[src/rtl/uart_lms_pkg.sv]
/*
  package: register offsets, field positions, reset values, timing counts,
  bus carriers and state codes for the uart line and modem status block.
  assumes a 32-bit axi4-lite register bus, one aligned word per register.
*/
package uart_lms_pkg;

  ////////////////////////////////////////////////////////////////////////////
  // register byte offsets
  localparam logic [7:0] OFF_MODEM_CONTROL = 8'h00;
  localparam logic [7:0] OFF_LINE_STATUS = 8'h04;
  localparam logic [7:0] OFF_MODEM_STATUS = 8'h08;
  localparam logic [7:0] OFF_SCRATCH_PAD = 8'h0c;
  localparam logic [7:0] OFF_FEATURE_CONTROL = 8'h10;

  localparam logic [1:0] RESP_OKAY = 2'h0;
  localparam logic [1:0] RESP_SLVERR = 2'h2;

  ////////////////////////////////////////////////////////////////////////////
  // modem_control fields
  localparam int MC_DTR = 0;
  localparam int MC_RTS = 1;
  localparam int MC_FLOW_SEL = 2;
  localparam int MC_OUT2 = 3;
  localparam int MC_LOOP = 4;
  localparam int MC_XON_ANY = 5;
  localparam int MC_IR = 6;
  localparam int MC_PRESCALE = 7;
  localparam int MC_ENH_LO = 5;

  // line_status fields
  localparam int LS_DATA_READY = 0;
  localparam int LS_OVERRUN = 1;
  localparam int LS_PARITY = 2;
  localparam int LS_FRAMING = 3;
  localparam int LS_BREAK = 4;
  localparam int LS_THR_EMPTY = 5;
  localparam int LS_TX_EMPTY = 6;
  localparam int LS_FIFO_ERR = 7;

  // feature_control fields
  localparam int FC_RS485 = 5;
  localparam logic [1:0] TABLE_D = 2'h3;

  ////////////////////////////////////////////////////////////////////////////
  // reset values and counts
  localparam logic [7:0] MODEM_CONTROL_RESET = 8'h00;
  localparam logic [7:0] SCRATCH_RESET = 8'hff;
  localparam logic [7:0] FEATURE_RESET = 8'h00;
  localparam logic [3:0] TURN_RESET = 4'h0;
  localparam logic [1:0] PRESCALE_LAST = 2'h3;
  localparam logic [1:0] STRAP_WAIT = 2'h3;
  localparam logic [5:0] PIN_IDLE = 6'h3f;

  // hysteresis amount in characters, entry zero is next trigger level
  localparam logic [15:0][5:0] HYST_TABLE = {
    6'h34, 6'h30, 6'h2c, 6'h28, 6'h24, 6'h1c, 6'h14, 6'h0c,
    6'h20, 6'h18, 6'h10, 6'h08, 6'h08, 6'h06, 6'h04, 6'h00};

  ////////////////////////////////////////////////////////////////////////////
  // carriers
  typedef struct packed {
    logic awvalid;
    logic [7:0] awaddr;
    logic wvalid;
    logic [31:0] wdata;
    logic [3:0] wstrb;
    logic bready;
    logic arvalid;
    logic [7:0] araddr;
    logic rready;
  } axil_req_t;

  typedef struct packed {
    logic awready;
    logic wready;
    logic bvalid;
    logic [1:0] bresp;
    logic arready;
    logic rvalid;
    logic [31:0] rdata;
    logic [1:0] rresp;
  } axil_rsp_t;

  typedef struct packed {
    logic valid;
    logic par_err;
    logic frm_err;
    logic brk;
  } rx_char_t;

  typedef struct packed {
    logic write;
    logic load;
    logic shift_done;
    logic fifo_empty;
    logic fifo_mode;
    logic bit_tick;
  } tx_event_t;

  typedef struct packed {
    logic cd_n;
    logic ri_n;
    logic dsr_n;
    logic cts_n;
  } modem_pins_t;

  typedef enum logic [2:0] {
    RS_IDLE = 3'b001,
    RS_SEND = 3'b010,
    RS_TURN = 3'b100
  } rs485_state_t;

endpackage

[src/rtl/pin_sync.sv]
/*
  three-flop synchroniser for a group of pins; a change is taken once
  the second and third flops agree. assumes pins asynchronous to clk.
*/
`timescale 1ns/100ps
module pin_sync #(
  parameter int WIDTH = 6,
  parameter logic [WIDTH-1:0] IDLE = '1
) (
  input wire logic clk,
  input wire logic resetn,
  input wire logic [WIDTH-1:0] pin,
  output logic [WIDTH-1:0] level
);
  typedef struct packed {
    logic [WIDTH-1:0] s1;
    logic [WIDTH-1:0] s2;
    logic [WIDTH-1:0] s3;
    logic [WIDTH-1:0] lvl;
  } sync_t;

  sync_t s;
  sync_t next_s;

  always_comb begin
    next_s = s;
    next_s.s1 = pin;
    next_s.s2 = s.s1;
    next_s.s3 = s.s2;
    for (int i = 0; i < WIDTH; i++) begin
      if (s.s2[i] == s.s3[i]) begin
        next_s.lvl[i] = s.s3[i];
      end
    end
  end

  always_ff @(posedge clk) begin
    if (!resetn) begin
      s <= '{s1: IDLE, s2: IDLE, s3: IDLE, lvl: IDLE};
    end else begin
      s <= next_s;
    end
  end

  assign level = s.lvl;
endmodule // pin_sync

[src/rtl/uart_line_modem_status.sv]
/*
  uart line status, modem status, modem control upper bits, rs-485
  turnaround, scratch pad and flow hysteresis behind an axi4-lite slave.
  assumes receiver, transmitter, fifos and enhanced feature bits live
  outside and report through the rx, tx and enable ports.
*/
// The placing of the registers and the AXI4-Lite interface to the registers were chosen for this implementation.
// Contract
// [RQ1] loopback bit selects internal local loopback
// [RQ2] xon-any: any received character resumes transmit
// [RQ3] infrared bit loaded from strap after reset
// [RQ4] infrared routes through encoder, idle tx low
// [RQ5] prescaler bit divides baud clock by four
// [RQ6] line status interrupt on any error
// [RQ7] data ready while receive fifo holds data
// [RQ8] overrun when full, character dropped, fifo kept
// [RQ9] parity and framing flags follow head character
// [RQ10] break flag, one break character per break
// [RQ11] holding empty sets on move, clears on write
// [RQ12] transmitter empty only when fully idle
// [RQ13] fifo error while any stored character errs
// [RQ14] delta cts dsr cd set on change
// [RQ15] delta ring on ring end only
// [RQ16] status bits complement pins, mirror in loopback
// [RQ17] auto cts pauses after current character
// [RQ18] turnaround delay 0 to 15 bit times
// [RQ19] turnaround writes only with enhanced enable
// [RQ20] scratch pad resets to all ones
// [RQ21] hysteresis valid only with trigger table d
// [RQ22] hysteresis resets to zero, next level
// [RQ23] rs-485 rts high while sending, tx interrupt moves
// [RQ24] enhanced control bits locked without enable
// [RQ25] status reads clear deltas and overrun
// [RQ26] sixteen entry hysteresis lookup table
`timescale 1ns/100ps
module uart_line_modem_status
  import uart_lms_pkg::*;
#(
  parameter int RX_DEPTH = 64
) (
  input wire logic clk,
  input wire logic resetn,
  input wire axil_req_t axi_req,
  output axil_rsp_t axi_rsp,
  input wire rx_char_t rx_char,
  input wire logic rx_pop,
  input wire tx_event_t tx_ev,
  input wire logic enh_enable,
  input wire logic auto_cts_enable,
  input wire logic lsr_int_enable,
  input wire logic msr_int_enable,
  input wire modem_pins_t modem_in,
  input wire logic rx_pin,
  input wire logic ir_strap_pin,
  input wire logic tx_serial,
  input wire logic ir_tx_enc,
  input wire logic ir_rx_dec,
  output logic tx_pin,
  output logic rx_to_receiver,
  output logic rts_n,
  output logic dtr_n,
  output logic loopback,
  output logic xon_any_resume,
  output logic tx_hold,
  output logic baud_clk_en,
  output logic lsr_irq,
  output logic msr_irq,
  output logic tx_irq_src,
  output logic [5:0] hyst_amount,
  output logic hyst_active,
  output logic data_ready
);
  localparam int PW = $clog2(RX_DEPTH);
  localparam int CW = $clog2(RX_DEPTH + 1);
  localparam logic [CW-1:0] FULL = CW'(RX_DEPTH);

  typedef struct packed {
    logic aw_got;
    logic [7:0] aw_off;
    logic w_got;
    logic [7:0] wbyte;
    logic wlane;
    logic bvalid;
    logic [1:0] bresp;
    logic rvalid;
    logic [31:0] rdata;
    logic [1:0] rresp;
    logic [7:0] mc;
    logic [7:0] scratch_pad;
    logic [7:0] fc;
    logic [3:0] turn;
    logic [3:0] delta;
    logic [3:0] prev;
    logic overrun;
    logic [RX_DEPTH-1:0][2:0] err;
    logic [PW-1:0] rd;
    logic [PW-1:0] wr;
    logic [CW-1:0] cnt;
    logic [CW-1:0] err_cnt;
    logic brk_hold;
    logic thr_empty;
    logic tsr_busy;
    rs485_state_t rs;
    logic [3:0] turn_cnt;
    logic [1:0] pre_cnt;
    logic baud_en;
    logic [1:0] strap_cnt;
    logic rts_n;
    logic dtr_n;
    logic tx_pin;
    logic rx_recv;
    logic xon_pulse;
  } state_t;

  state_t s;
  state_t next_s;
  logic [5:0] pins;
  logic [3:0] msr_now;
  logic [7:0] lsr_now;
  logic [2:0] head;
  logic tx_empty;

  ////////////////////////////////////////////////////////////////////////////
  // pin synchronisers
  pin_sync #(
    .WIDTH(6),
    .IDLE(PIN_IDLE)
  ) u_sync (
    .clk(clk),
    .resetn(resetn),
    .pin({ir_strap_pin, rx_pin, modem_in.cd_n, modem_in.ri_n, modem_in.dsr_n,
          modem_in.cts_n}),
    .level(pins)
  );

  ////////////////////////////////////////////////////////////////////////////
  // status words
  always_comb begin
    if (s.mc[MC_LOOP]) begin
      msr_now = {s.mc[MC_OUT2], s.mc[MC_FLOW_SEL], s.mc[MC_DTR], s.mc[MC_RTS]}; // see [RQ16]
    end else begin
      msr_now = ~pins[3:0]; // see [RQ16]
    end
    head = s.err[s.rd];
    tx_empty = s.thr_empty && !s.tsr_busy; // see [RQ12]
    lsr_now = 8'h00;
    lsr_now[LS_DATA_READY] = (s.cnt != '0); // see [RQ7]
    lsr_now[LS_OVERRUN] = s.overrun;
    lsr_now[LS_PARITY] = (s.cnt != '0) && head[0]; // see [RQ9]
    lsr_now[LS_FRAMING] = (s.cnt != '0) && head[1]; // see [RQ9]
    lsr_now[LS_BREAK] = ((s.cnt != '0) && head[2]) || s.brk_hold; // see [RQ10]
    lsr_now[LS_THR_EMPTY] = s.thr_empty;
    lsr_now[LS_TX_EMPTY] = tx_empty;
    lsr_now[LS_FIFO_ERR] = (s.err_cnt != '0); // see [RQ13]
  end

  ////////////////////////////////////////////////////////////////////////////
  // next state
  always_comb begin
    logic do_write;
    logic do_read;
    logic push;
    logic pop;
    logic push_err;
    logic pop_err;
    logic [3:0] now_delta;
    logic [7:0] wmask;
    do_write = 1'b0;
    do_read = 1'b0;
    push = 1'b0;
    pop = 1'b0;
    push_err = 1'b0;
    pop_err = 1'b0;
    now_delta = 4'h0;
    wmask = 8'h00;
    next_s = s;
    next_s.xon_pulse = 1'b0;

    // bus write channel
    if (axi_req.awvalid && !s.aw_got && !s.bvalid) begin
      next_s.aw_got = 1'b1;
      next_s.aw_off = axi_req.awaddr;
    end
    if (axi_req.wvalid && !s.w_got && !s.bvalid) begin
      next_s.w_got = 1'b1;
      next_s.wbyte = axi_req.wdata[7:0];
      next_s.wlane = axi_req.wstrb[0];
    end
    if (s.aw_got && s.w_got && !s.bvalid) begin
      do_write = 1'b1;
      next_s.aw_got = 1'b0;
      next_s.w_got = 1'b0;
      next_s.bvalid = 1'b1;
      next_s.bresp = RESP_OKAY;
    end
    if (s.bvalid && axi_req.bready) begin
      next_s.bvalid = 1'b0;
    end
    if (do_write) begin
      case (s.aw_off)
        OFF_MODEM_CONTROL: begin
          wmask = enh_enable ? 8'hff : 8'h1f; // see [RQ24]
          if (s.wlane) begin
            next_s.mc = (s.mc & ~wmask) | (s.wbyte & wmask); // see [RQ1] [RQ2] [RQ5]
          end
        end
        OFF_MODEM_STATUS: begin
          if (s.wlane && enh_enable) begin
            next_s.turn = s.wbyte[7:4]; // see [RQ19]
          end
        end
        OFF_SCRATCH_PAD: begin
          if (s.wlane) begin
            next_s.scratch_pad = s.wbyte;
          end
        end
        OFF_FEATURE_CONTROL: begin
          if (s.wlane) begin
            next_s.fc = s.wbyte;
          end
        end
        OFF_LINE_STATUS: begin
          next_s.bresp = RESP_OKAY;
        end
        default: begin
          next_s.bresp = RESP_SLVERR;
        end
      endcase
    end

    // bus read channel
    if (s.rvalid && axi_req.rready) begin
      next_s.rvalid = 1'b0;
    end
    if (axi_req.arvalid && !s.rvalid) begin
      do_read = 1'b1;
      next_s.rvalid = 1'b1;
      next_s.rresp = RESP_OKAY;
      next_s.rdata = 32'h0;
      case (axi_req.araddr)
        OFF_MODEM_CONTROL: next_s.rdata[7:0] = s.mc;
        OFF_LINE_STATUS: begin
          next_s.rdata[7:0] = lsr_now;
          next_s.overrun = 1'b0; // see [RQ25]
        end
        OFF_MODEM_STATUS: begin
          next_s.rdata[7:0] = {msr_now, s.delta};
          next_s.delta = 4'h0; // see [RQ25]
        end
        OFF_SCRATCH_PAD: next_s.rdata[7:0] = s.scratch_pad;
        OFF_FEATURE_CONTROL: next_s.rdata[7:0] = s.fc;
        default: next_s.rresp = RESP_SLVERR;
      endcase
    end

    // modem deltas, set wins over the read clear
    next_s.prev = msr_now;
    now_delta[0] = s.prev[0] ^ msr_now[0]; // see [RQ14]
    now_delta[1] = s.prev[1] ^ msr_now[1]; // see [RQ14]
    now_delta[2] = s.prev[2] && !msr_now[2]; // see [RQ15]
    now_delta[3] = s.prev[3] ^ msr_now[3]; // see [RQ14]
    next_s.delta = next_s.delta | now_delta;

    // receive error shadow of the fifo
    if (rx_char.valid) begin
      next_s.xon_pulse = s.mc[MC_XON_ANY]; // see [RQ2]
      if (s.cnt == FULL) begin
        next_s.overrun = 1'b1; // see [RQ8]
      end else if (!(rx_char.brk && s.brk_hold)) begin
        push = 1'b1; // see [RQ10]
      end
    end
    if (rx_char.brk && rx_char.valid) begin
      next_s.brk_hold = 1'b1; // see [RQ10]
    end else if (pins[4]) begin
      next_s.brk_hold = 1'b0; // see [RQ10]
    end
    pop = rx_pop && (s.cnt != '0);
    push_err = rx_char.par_err || rx_char.frm_err || rx_char.brk;
    pop_err = |head;
    if (push) begin
      next_s.err[s.wr] = {rx_char.brk, rx_char.frm_err, rx_char.par_err};
      next_s.wr = PW'(s.wr + 1'b1);
    end
    if (pop) begin
      next_s.rd = PW'(s.rd + 1'b1);
    end
    next_s.cnt = CW'(s.cnt + CW'(push) - CW'(pop)); // see [RQ7]
    next_s.err_cnt = CW'(s.err_cnt + CW'(push && push_err) - CW'(pop && pop_err)); // see [RQ13]

    // transmit flags, set wins over the host write clear
    if (tx_ev.write) begin
      next_s.thr_empty = 1'b0; // see [RQ11]
    end
    if (tx_ev.load && (!tx_ev.fifo_mode || tx_ev.fifo_empty)) begin
      next_s.thr_empty = 1'b1; // see [RQ11]
    end
    if (tx_ev.shift_done) begin
      next_s.tsr_busy = 1'b0;
    end
    if (tx_ev.load) begin
      next_s.tsr_busy = 1'b1; // see [RQ12]
    end

    // rs-485 direction
    case (s.rs)
      RS_IDLE: begin
        if (tx_ev.write) begin
          next_s.rs = RS_SEND; // see [RQ23]
        end
      end
      RS_SEND: begin
        if (tx_ev.shift_done && next_s.thr_empty && !tx_ev.load) begin
          next_s.rs = (s.turn == 4'h0) ? RS_IDLE : RS_TURN; // see [RQ18]
          next_s.turn_cnt = s.turn;
        end
      end
      RS_TURN: begin
        if (tx_ev.write) begin
          next_s.rs = RS_SEND;
        end else if (tx_ev.bit_tick) begin
          next_s.turn_cnt = s.turn_cnt - 4'h1; // see [RQ18]
          if (s.turn_cnt == 4'h1) begin
            next_s.rs = RS_IDLE;
          end
        end
      end
      default: next_s.rs = RS_IDLE;
    endcase
    if (s.fc[FC_RS485]) begin
      next_s.rts_n = (next_s.rs != RS_IDLE); // see [RQ23]
    end else begin
      next_s.rts_n = s.mc[MC_LOOP] || !s.mc[MC_RTS];
    end
    next_s.dtr_n = s.mc[MC_LOOP] || !s.mc[MC_DTR];

    // prescaler
    next_s.pre_cnt = s.mc[MC_PRESCALE] ? 2'(s.pre_cnt + 1'b1) : 2'h0;
    next_s.baud_en = !s.mc[MC_PRESCALE] || (s.pre_cnt == PRESCALE_LAST); // see [RQ5]

    // infrared strap capture after release
    if (s.strap_cnt != 2'h0) begin
      next_s.strap_cnt = s.strap_cnt - 2'h1;
      if (s.strap_cnt == 2'h1) begin
        next_s.mc[MC_IR] = pins[5]; // see [RQ3]
      end
    end

    // serial path
    if (s.mc[MC_IR]) begin
      next_s.tx_pin = (s.mc[MC_LOOP] || tx_empty) ? 1'b0 : ir_tx_enc; // see [RQ4]
      next_s.rx_recv = s.mc[MC_LOOP] ? tx_serial : ir_rx_dec; // see [RQ4]
    end else begin
      next_s.tx_pin = s.mc[MC_LOOP] ? 1'b1 : tx_serial;
      next_s.rx_recv = s.mc[MC_LOOP] ? tx_serial : pins[4]; // see [RQ1]
    end
  end

  ////////////////////////////////////////////////////////////////////////////
  // state register
  always_ff @(posedge clk) begin
    if (!resetn) begin
      s <= '0;
      s.mc <= MODEM_CONTROL_RESET; // see [RQ24]
      s.scratch_pad <= SCRATCH_RESET; // see [RQ20]
      s.fc <= FEATURE_RESET; // see [RQ22]
      s.turn <= TURN_RESET;
      s.thr_empty <= 1'b1;
      s.rs <= RS_IDLE;
      s.strap_cnt <= STRAP_WAIT;
      s.rts_n <= 1'b1;
      s.dtr_n <= 1'b1;
      s.tx_pin <= 1'b1;
      s.rx_recv <= 1'b1;
      s.baud_en <= 1'b1;
    end else begin
      s <= next_s;
    end
  end

  ////////////////////////////////////////////////////////////////////////////
  // outputs
  assign axi_rsp.awready = !s.aw_got && !s.bvalid;
  assign axi_rsp.wready = !s.w_got && !s.bvalid;
  assign axi_rsp.bvalid = s.bvalid;
  assign axi_rsp.bresp = s.bresp;
  assign axi_rsp.arready = !s.rvalid;
  assign axi_rsp.rvalid = s.rvalid;
  assign axi_rsp.rdata = s.rdata;
  assign axi_rsp.rresp = s.rresp;

  assign tx_pin = s.tx_pin;
  assign rx_to_receiver = s.rx_recv;
  assign rts_n = s.rts_n;
  assign dtr_n = s.dtr_n;
  assign loopback = s.mc[MC_LOOP]; // see [RQ1]
  assign xon_any_resume = s.xon_pulse;
  assign tx_hold = auto_cts_enable && (s.mc[MC_FLOW_SEL] ? pins[1] : pins[0]); // see [RQ17]
  assign baud_clk_en = s.baud_en;
  assign lsr_irq = lsr_int_enable && (s.overrun || (s.err_cnt != '0)); // see [RQ6]
  assign msr_irq = msr_int_enable && (s.delta != 4'h0); // see [RQ14] [RQ15]
  assign tx_irq_src = s.fc[FC_RS485] ? tx_empty : s.thr_empty; // see [RQ23]
  assign hyst_active = (s.fc[7:6] == TABLE_D); // see [RQ21]
  assign hyst_amount = hyst_active ? HYST_TABLE[s.fc[3:0]] : 6'h00; // see [RQ26]
  assign data_ready = (s.cnt != '0);
endmodule // uart_line_modem_status

[config.mk]
export PLATFORM = sky130hd
export DESIGN_NAME = uart_line_modem_status
export DESIGN_NICKNAME = d
export VERILOG_FILES = /design/src/rtl/uart_lms_pkg.sv /design/src/rtl/pin_sync.sv /design/src/rtl/uart_line_modem_status.sv
export SDC_FILE = /design/constraint.sdc
export NUM_CORES = 1
export LEC_CHECK = 0
export ABC_AREA = 1
export BUFFER_PORTS_ARGS = -buffer_cell sky130_fd_sc_hd__buf_2
export CAP_MARGIN = 5
export CORE_MARGIN = 2
export CORE_UTILIZATION = 60
export DETAILED_ROUTE_END_ITERATION = 7
export PLACE_DENSITY = 0.9
export SKIP_CTS_REPAIR_TIMING = 1
export SYNTH_ARGS = -nofsm -noshare
export SYNTH_HDL_FRONTEND = slang
export SYNTH_HIERARCHICAL = 1
export SYNTH_SLANG_ARGS = --single-unit
[constraint.sdc]
create_clock -name clk -period 8.9 [get_ports clk]
set_input_delay 0.89 -clock clk [delete_from_list [all_inputs] [get_ports clk]]
set_output_delay 0.89 -clock clk [all_outputs]
set_load 0.01 [all_outputs]
==> report_table.html <==
<table>
<tr><th>Metric</th><th>Value</th></tr>
<tr><th colspan="2">Worst setup path</th></tr>
<tr><td>Worst-path maximum fanout</td><td>82</td></tr>
<tr><td>Beginning of the critical path</td><td>s[40]$_SDFFE_PN0P_</td></tr>
<tr><td>Critical path endpoint category</td><td>register</td></tr>
<tr><td>Endpoint of the lowest-slack register-to-register path</td><td>s[26]$_SDFF_PN0_</td></tr>
<tr><td>Required time at the endpoint of the critical path</td><td>9.30 ns</td></tr>
<tr><td>Critical path class</td><td>register to register</td></tr>
<tr><td>Capturing element of the worst setup path</td><td>s[26]$_SDFF_PN0_</td></tr>
<tr><td>CP Launch Type</td><td>register</td></tr>
<tr><td>Arrival time of the worst setup path</td><td>roughly 4.9 ns</td></tr>
<tr><td>R2R depth</td><td>23</td></tr>
<tr><td>Reg2reg setup slack</td><td>around 4.4 ns</td></tr>
<tr><td>Launch instance of the worst register-to-register path</td><td>s[40]$_SDFFE_PN0P_</td></tr>
<tr><th colspan="2">Clock network</th></tr>
<tr><td>Clock sink total</td><td>roughly 340</td></tr>
<tr><td>Worst-path clk slew</td><td>around 0.060 ns</td></tr>
<tr><td>H-tree depth reported by CTS</td><td>2</td></tr>
<tr><td>TritonCTS buffer count</td><td>35</td></tr>
<tr><td>Root buffer cell</td><td>clkbuf_16</td></tr>
<tr><td>Clock tree from TritonCTS</td><td>built</td></tr>
<tr><td>Worst-case clock buffer depth</td><td>3</td></tr>
<tr><td>Insertion delay to the later sink of the worst-skew pair</td><td>0.52 ns</td></tr>
<tr><th colspan="2">STA</th></tr>
<tr><td>Final setup violation count</td><td>0</td></tr>
<tr><td>Final worst path period need</td><td>4.48 ns</td></tr>
<tr><td>Tightest slew margin relative to the limit</td><td>between 30% and 40%</td></tr>
<tr><td>Max-slew violation total from the final report</td><td>0</td></tr>
<tr><td>Hold violation count in the final report</td><td>0</td></tr>
<tr><td>TNS Setup</td><td>0 ns</td></tr>
<tr><td>Unrepaired setup endpoints after global routing</td><td>false</td></tr>
<tr><td>Worst-Margin Slew</td><td>slightly above 1 ns</td></tr>
<tr><td>Part of the cycle the worst path needs</td><td>50.3%</td></tr>
<tr><td>Clock skew</td><td>0.0116 ns</td></tr>
<tr><td>Maximum clock frequency</td><td>223 MHz</td></tr>
<tr><th colspan="2">Yosys</th></tr>
<tr><td>Number of register bits inferred by synthesis</td><td>between 300 and 400</td></tr>
<tr><td>YS warnings</td><td>6</td></tr>
<tr><td>Cell Area, Synth</td><td>15500 sq um</td></tr>
<tr><td>Most used flip-flop cell after synthesis</td><td>dfxtp_1</td></tr>
<tr><td>Fraction of the yosys area taken by sequential cells</td><td>43.4%</td></tr>
<tr><td>Dominant cells by area after synthesis</td><td>dfxtp_1, nand2_1, a21oi_1, o21ai_0, inv_1</td></tr>
<tr><td>Average cell area after synthesis</td><td>7.21 sq um</td></tr>
<tr><td>Number of flops mapped to enable cells by yosys</td><td>0</td></tr>
<tr><td>Asr flop ratio synth</td><td>0%</td></tr>
<tr><td>Cell count after synthesis</td><td>approximately 2.1k</td></tr>
<tr><td>Synth top area share</td><td>43.4%</td></tr>
<tr><td>Distinct cell type count of the synthesized netlist</td><td>between 50 and 60</td></tr>
<tr><td>Cell type with the highest aggregate area in the netlist</td><td>dfxtp_1</td></tr>
<tr><th colspan="2">Detailed routing</th></tr>
<tr><td>Routed WL per cell</td><td>15.8 microns</td></tr>
<tr><td>Final WL</td><td>roughly 40000 microns</td></tr>
<tr><td>Remaining antenna violation count after routing</td><td>0</td></tr>
<tr><td>Per-cell via count in the routed design</td><td>5.71</td></tr>
<tr><td>Remaining routing DRC violations</td><td>0</td></tr>
<tr><td>First DRT Iteration DRCs</td><td>about 1.9k</td></tr>
<tr><td>Number of optimization iterations in the first detailed-route pass</td><td>7</td></tr>
<tr><td>DR vias</td><td>14.4k</td></tr>
<tr><th colspan="2">GRT</th></tr>
<tr><td>Wire length of the first global-routing pass</td><td>63800 microns</td></tr>
<tr><td>Antenna violations before repair</td><td>0</td></tr>
<tr><td>Total global-route track usage</td><td>28.9%</td></tr>
<tr><td>Global route total overflow</td><td>0</td></tr>
<tr><td>Pin count of the biggest net entering global routing</td><td>112</td></tr>
<tr><td>Vias in the first global route</td><td>approximately 13k</td></tr>
<tr><th colspan="2">Power</th></tr>
<tr><td>Net switching fraction of the power</td><td>30.0%</td></tr>
<tr><td>Part of the power in combinational logic</td><td>18.5%</td></tr>
<tr><td>Internal cell power</td><td>2650 uW</td></tr>
<tr><td>Share of total power in the clock network</td><td>38.5%</td></tr>
<tr><td>Reg power frac</td><td>43.0%</td></tr>
<tr><td>Power density over the cells</td><td>roughly 220 nW/um^2</td></tr>
<tr><td>Power spent charging and discharging nets</td><td>1130 uW</td></tr>
<tr><td>Highest ir drop seen on vdd</td><td>168 uV</td></tr>
<tr><td>Leakage Power</td><td>around 0.0071 uW</td></tr>
<tr><th colspan="2">Cells and area</th></tr>
<tr><td>Post-route insts no fill</td><td>2517</td></tr>
<tr><td>Layout net count</td><td>around 2.3k</td></tr>
<tr><td>Layout filler cell count</td><td>1990</td></tr>
<tr><td>Antenna diode count</td><td>0</td></tr>
<tr><td>Final design area excluding fillers</td><td>16800 sq um</td></tr>
<tr><td>Synth-to-layout area growth</td><td>8.53%</td></tr>
<tr><td>Core Util, Final</td><td>66.6%</td></tr>
<tr><td>Fraction of final layout cells sized beyond drive strength 1</td><td>about a tenth</td></tr>
<tr><th colspan="2">Flow run</th></tr>
<tr><td>Max Cap Violations</td><td>0</td></tr>
<tr><th colspan="2">Placement</th></tr>
<tr><td>Port bufs</td><td>89</td></tr>
<tr><td>Routability cong.</td><td>0.965</td></tr>
<tr><td>Post-place instance area</td><td>15700 sq um</td></tr>
<tr><td>Placed insts</td><td>2456</td></tr>
<tr><td>Half-perimeter wire length of the detailed placement result</td><td>25400 microns</td></tr>
<tr><th colspan="2">Die</th></tr>
<tr><td>Die boundary width</td><td>165 microns</td></tr>
<tr><td>Floorplan die area</td><td>27100 sq um</td></tr>
<tr><td>Die outline height</td><td>between 150 and 200 microns</td></tr>
<tr><td># IOs</td><td>around 140</td></tr>
<tr><td>Std-Cell Rows</td><td>58</td></tr>
<tr><td>Placeable Area</td><td>25300 sq um</td></tr>
<tr><td>Effective utilization at floorplan</td><td>61.4%</td></tr>
<tr><th colspan="2">Hold path</th></tr>
<tr><td>Worst hold path class</td><td>register to register</td></tr>
<tr><th colspan="2">Status</th></tr>
<tr><td>Outcome</td><td>finished, final reports clean</td></tr>
</table>
==> cells in the mapped netlist (3+ instances only) <==
cell type,count
a21oi_2,4
o21ai_0,255
dfxtp_1,336
o21ai_1,19
nor2_2,14
a31oi_1,3
nand3b_1,3
o22ai_1,3
o211ai_1,17
buf_1,5
inv_2,12
nand3_1,130
nor2_4,10
clkbuf_1,56
nand2_1,384
xnor2_1,6
ha_1,26
buf_4,51
nor3_1,17
a211oi_1,8
a21oi_1,282
buf_6,10
nand4_1,4
inv_1,243
buf_2,23
nand2_2,7
nor2_1,185
==> registers in the layout (all words and copies together), names as in the netlist, 2 cells and up, named ones only <==
signal and count:
u_sync/next_s 12, lsr_now 2, s 283, u_sync/s 6
axi_rsp 12, u_sync/level 6
==> worst max-delay path: stages (launching register included) <==
cell and delay, ns:
dfxtp_4 0.74, inv_4 0.47, o21ai_0 0.36, nand3_1 0.16, nand3_1 0.18, nand2_1 0.07
nand3_1 0.08, nand2_1 0.16, nor3_1 0.22, nor2_1 0.06, ha_1 0.28, inv_1 0.04
ha_1 0.20, fa_1 0.40, nand2_1 0.09, inv_1 0.06, nor2_1 0.08, nor2_1 0.06
nor2_1 0.09, nor2_1 0.06, nor2_1 0.11, o21bai_1 0.09, o21ai_0 0.15, a21oi_1 0.05
==> cells by family (layout without fill, tap and decap cells) <==
group / after synthesis / in the layout / synth area share [%]
AO/OA/AOI/OAI: 609 / 609 / 20.6
adder cells (fa/ha/maj): 28 / 28 / 2.36
other: 1 / 26 / 0.0242
flip-flops: 336 / 336 / 43.4
AND/OR/NAND/NOR: 766 / 766 / 21.5
XOR/XNOR: 6 / 6 / 0.339
buffers and inverters: 403 / 416 / 11.8
==> worst min path at each step <==
| stage | start | to | depth (start not counted) |
|---|---|---|---|
| floorplan | u_sync/next_s[16]$_SDFF_PN1_ | u_sync/next_s[10]$_SDFF_PN1_ | 2 |
| detailed placement | u_sync/next_s[17]$_SDFF_PN1_ | u_sync/next_s[11]$_SDFF_PN1_ | 2 |
| finish | u_sync/next_s[17]$_SDFF_PN1_ | u_sync/next_s[11]$_SDFF_PN1_ | 2 |
| global placement | u_sync/next_s[12]$_SDFF_PN1_ | u_sync/next_s[6]$_SDFF_PN1_ | 2 |
| CTS | u_sync/next_s[17]$_SDFF_PN1_ | u_sync/next_s[11]$_SDFF_PN1_ | 2 |
| global route | u_sync/next_s[17]$_SDFF_PN1_ | u_sync/next_s[11]$_SDFF_PN1_ | 2 |
==> power by group through the flow <==
stage / clock, uW / combinational, uW / sequential (uW)
floorplan: 0 / 561 / 1630
global route: 1530 / 779 / 1630
finish: 1460 / 699 / 1630
global placement: 0 / 640 / 1650
detailed placement: 0 / 672 / 1660
CTS: 1460 / 687 / 1630
==> per-stage QoR <==
stage	hold WS (ns)	power [uW]	setup slack (ns)
after global placement	0.383	2290	4.78
after detailed placement	0.391	2330	4.70
after global routing	0.422	3940	4.12
after floorplan	0.380	2190	5.80
final	0.403	3780	4.42
after CTS	0.406	3780	4.57
==> cell usage in the layout (no fill, tap or decap), drive strengths merged, types with 17 or more instances in the layout <==
cell	instances
buf	98
o21ai	275
clkbuf	52
nand3	130
conb	26
nand2	393
a21oi	286
ha	26
dfxtp	336
nor2	210
o211ai	17
nor3	20
inv	257
==> area by class of cell <==
type,instances,area [sq um],share of cell area (%)
inverters,257,972,5.78
clock buffers,52,1070,6.37
multi-input cells,1435,7040,41.8
flip-flops and latches,336,6730,40.0
repair buffers,98,519,3.09
clock inverters,9,73.8,0.439
well taps,330,413,2.45
==> routing by layer <==
layer	wire length [microns]	up-vias	part of all wire, %	track usage (%)
li1	-	6965	-	-
met2	18500	788	46	49.4
met5	0	-	0	0
met1	15700	6463	39	35.4
met4	1730	0	4.3	12.9
met3	3880	160	9.8	5.45
Note: power is estimated with default switching activity, not from simulation.
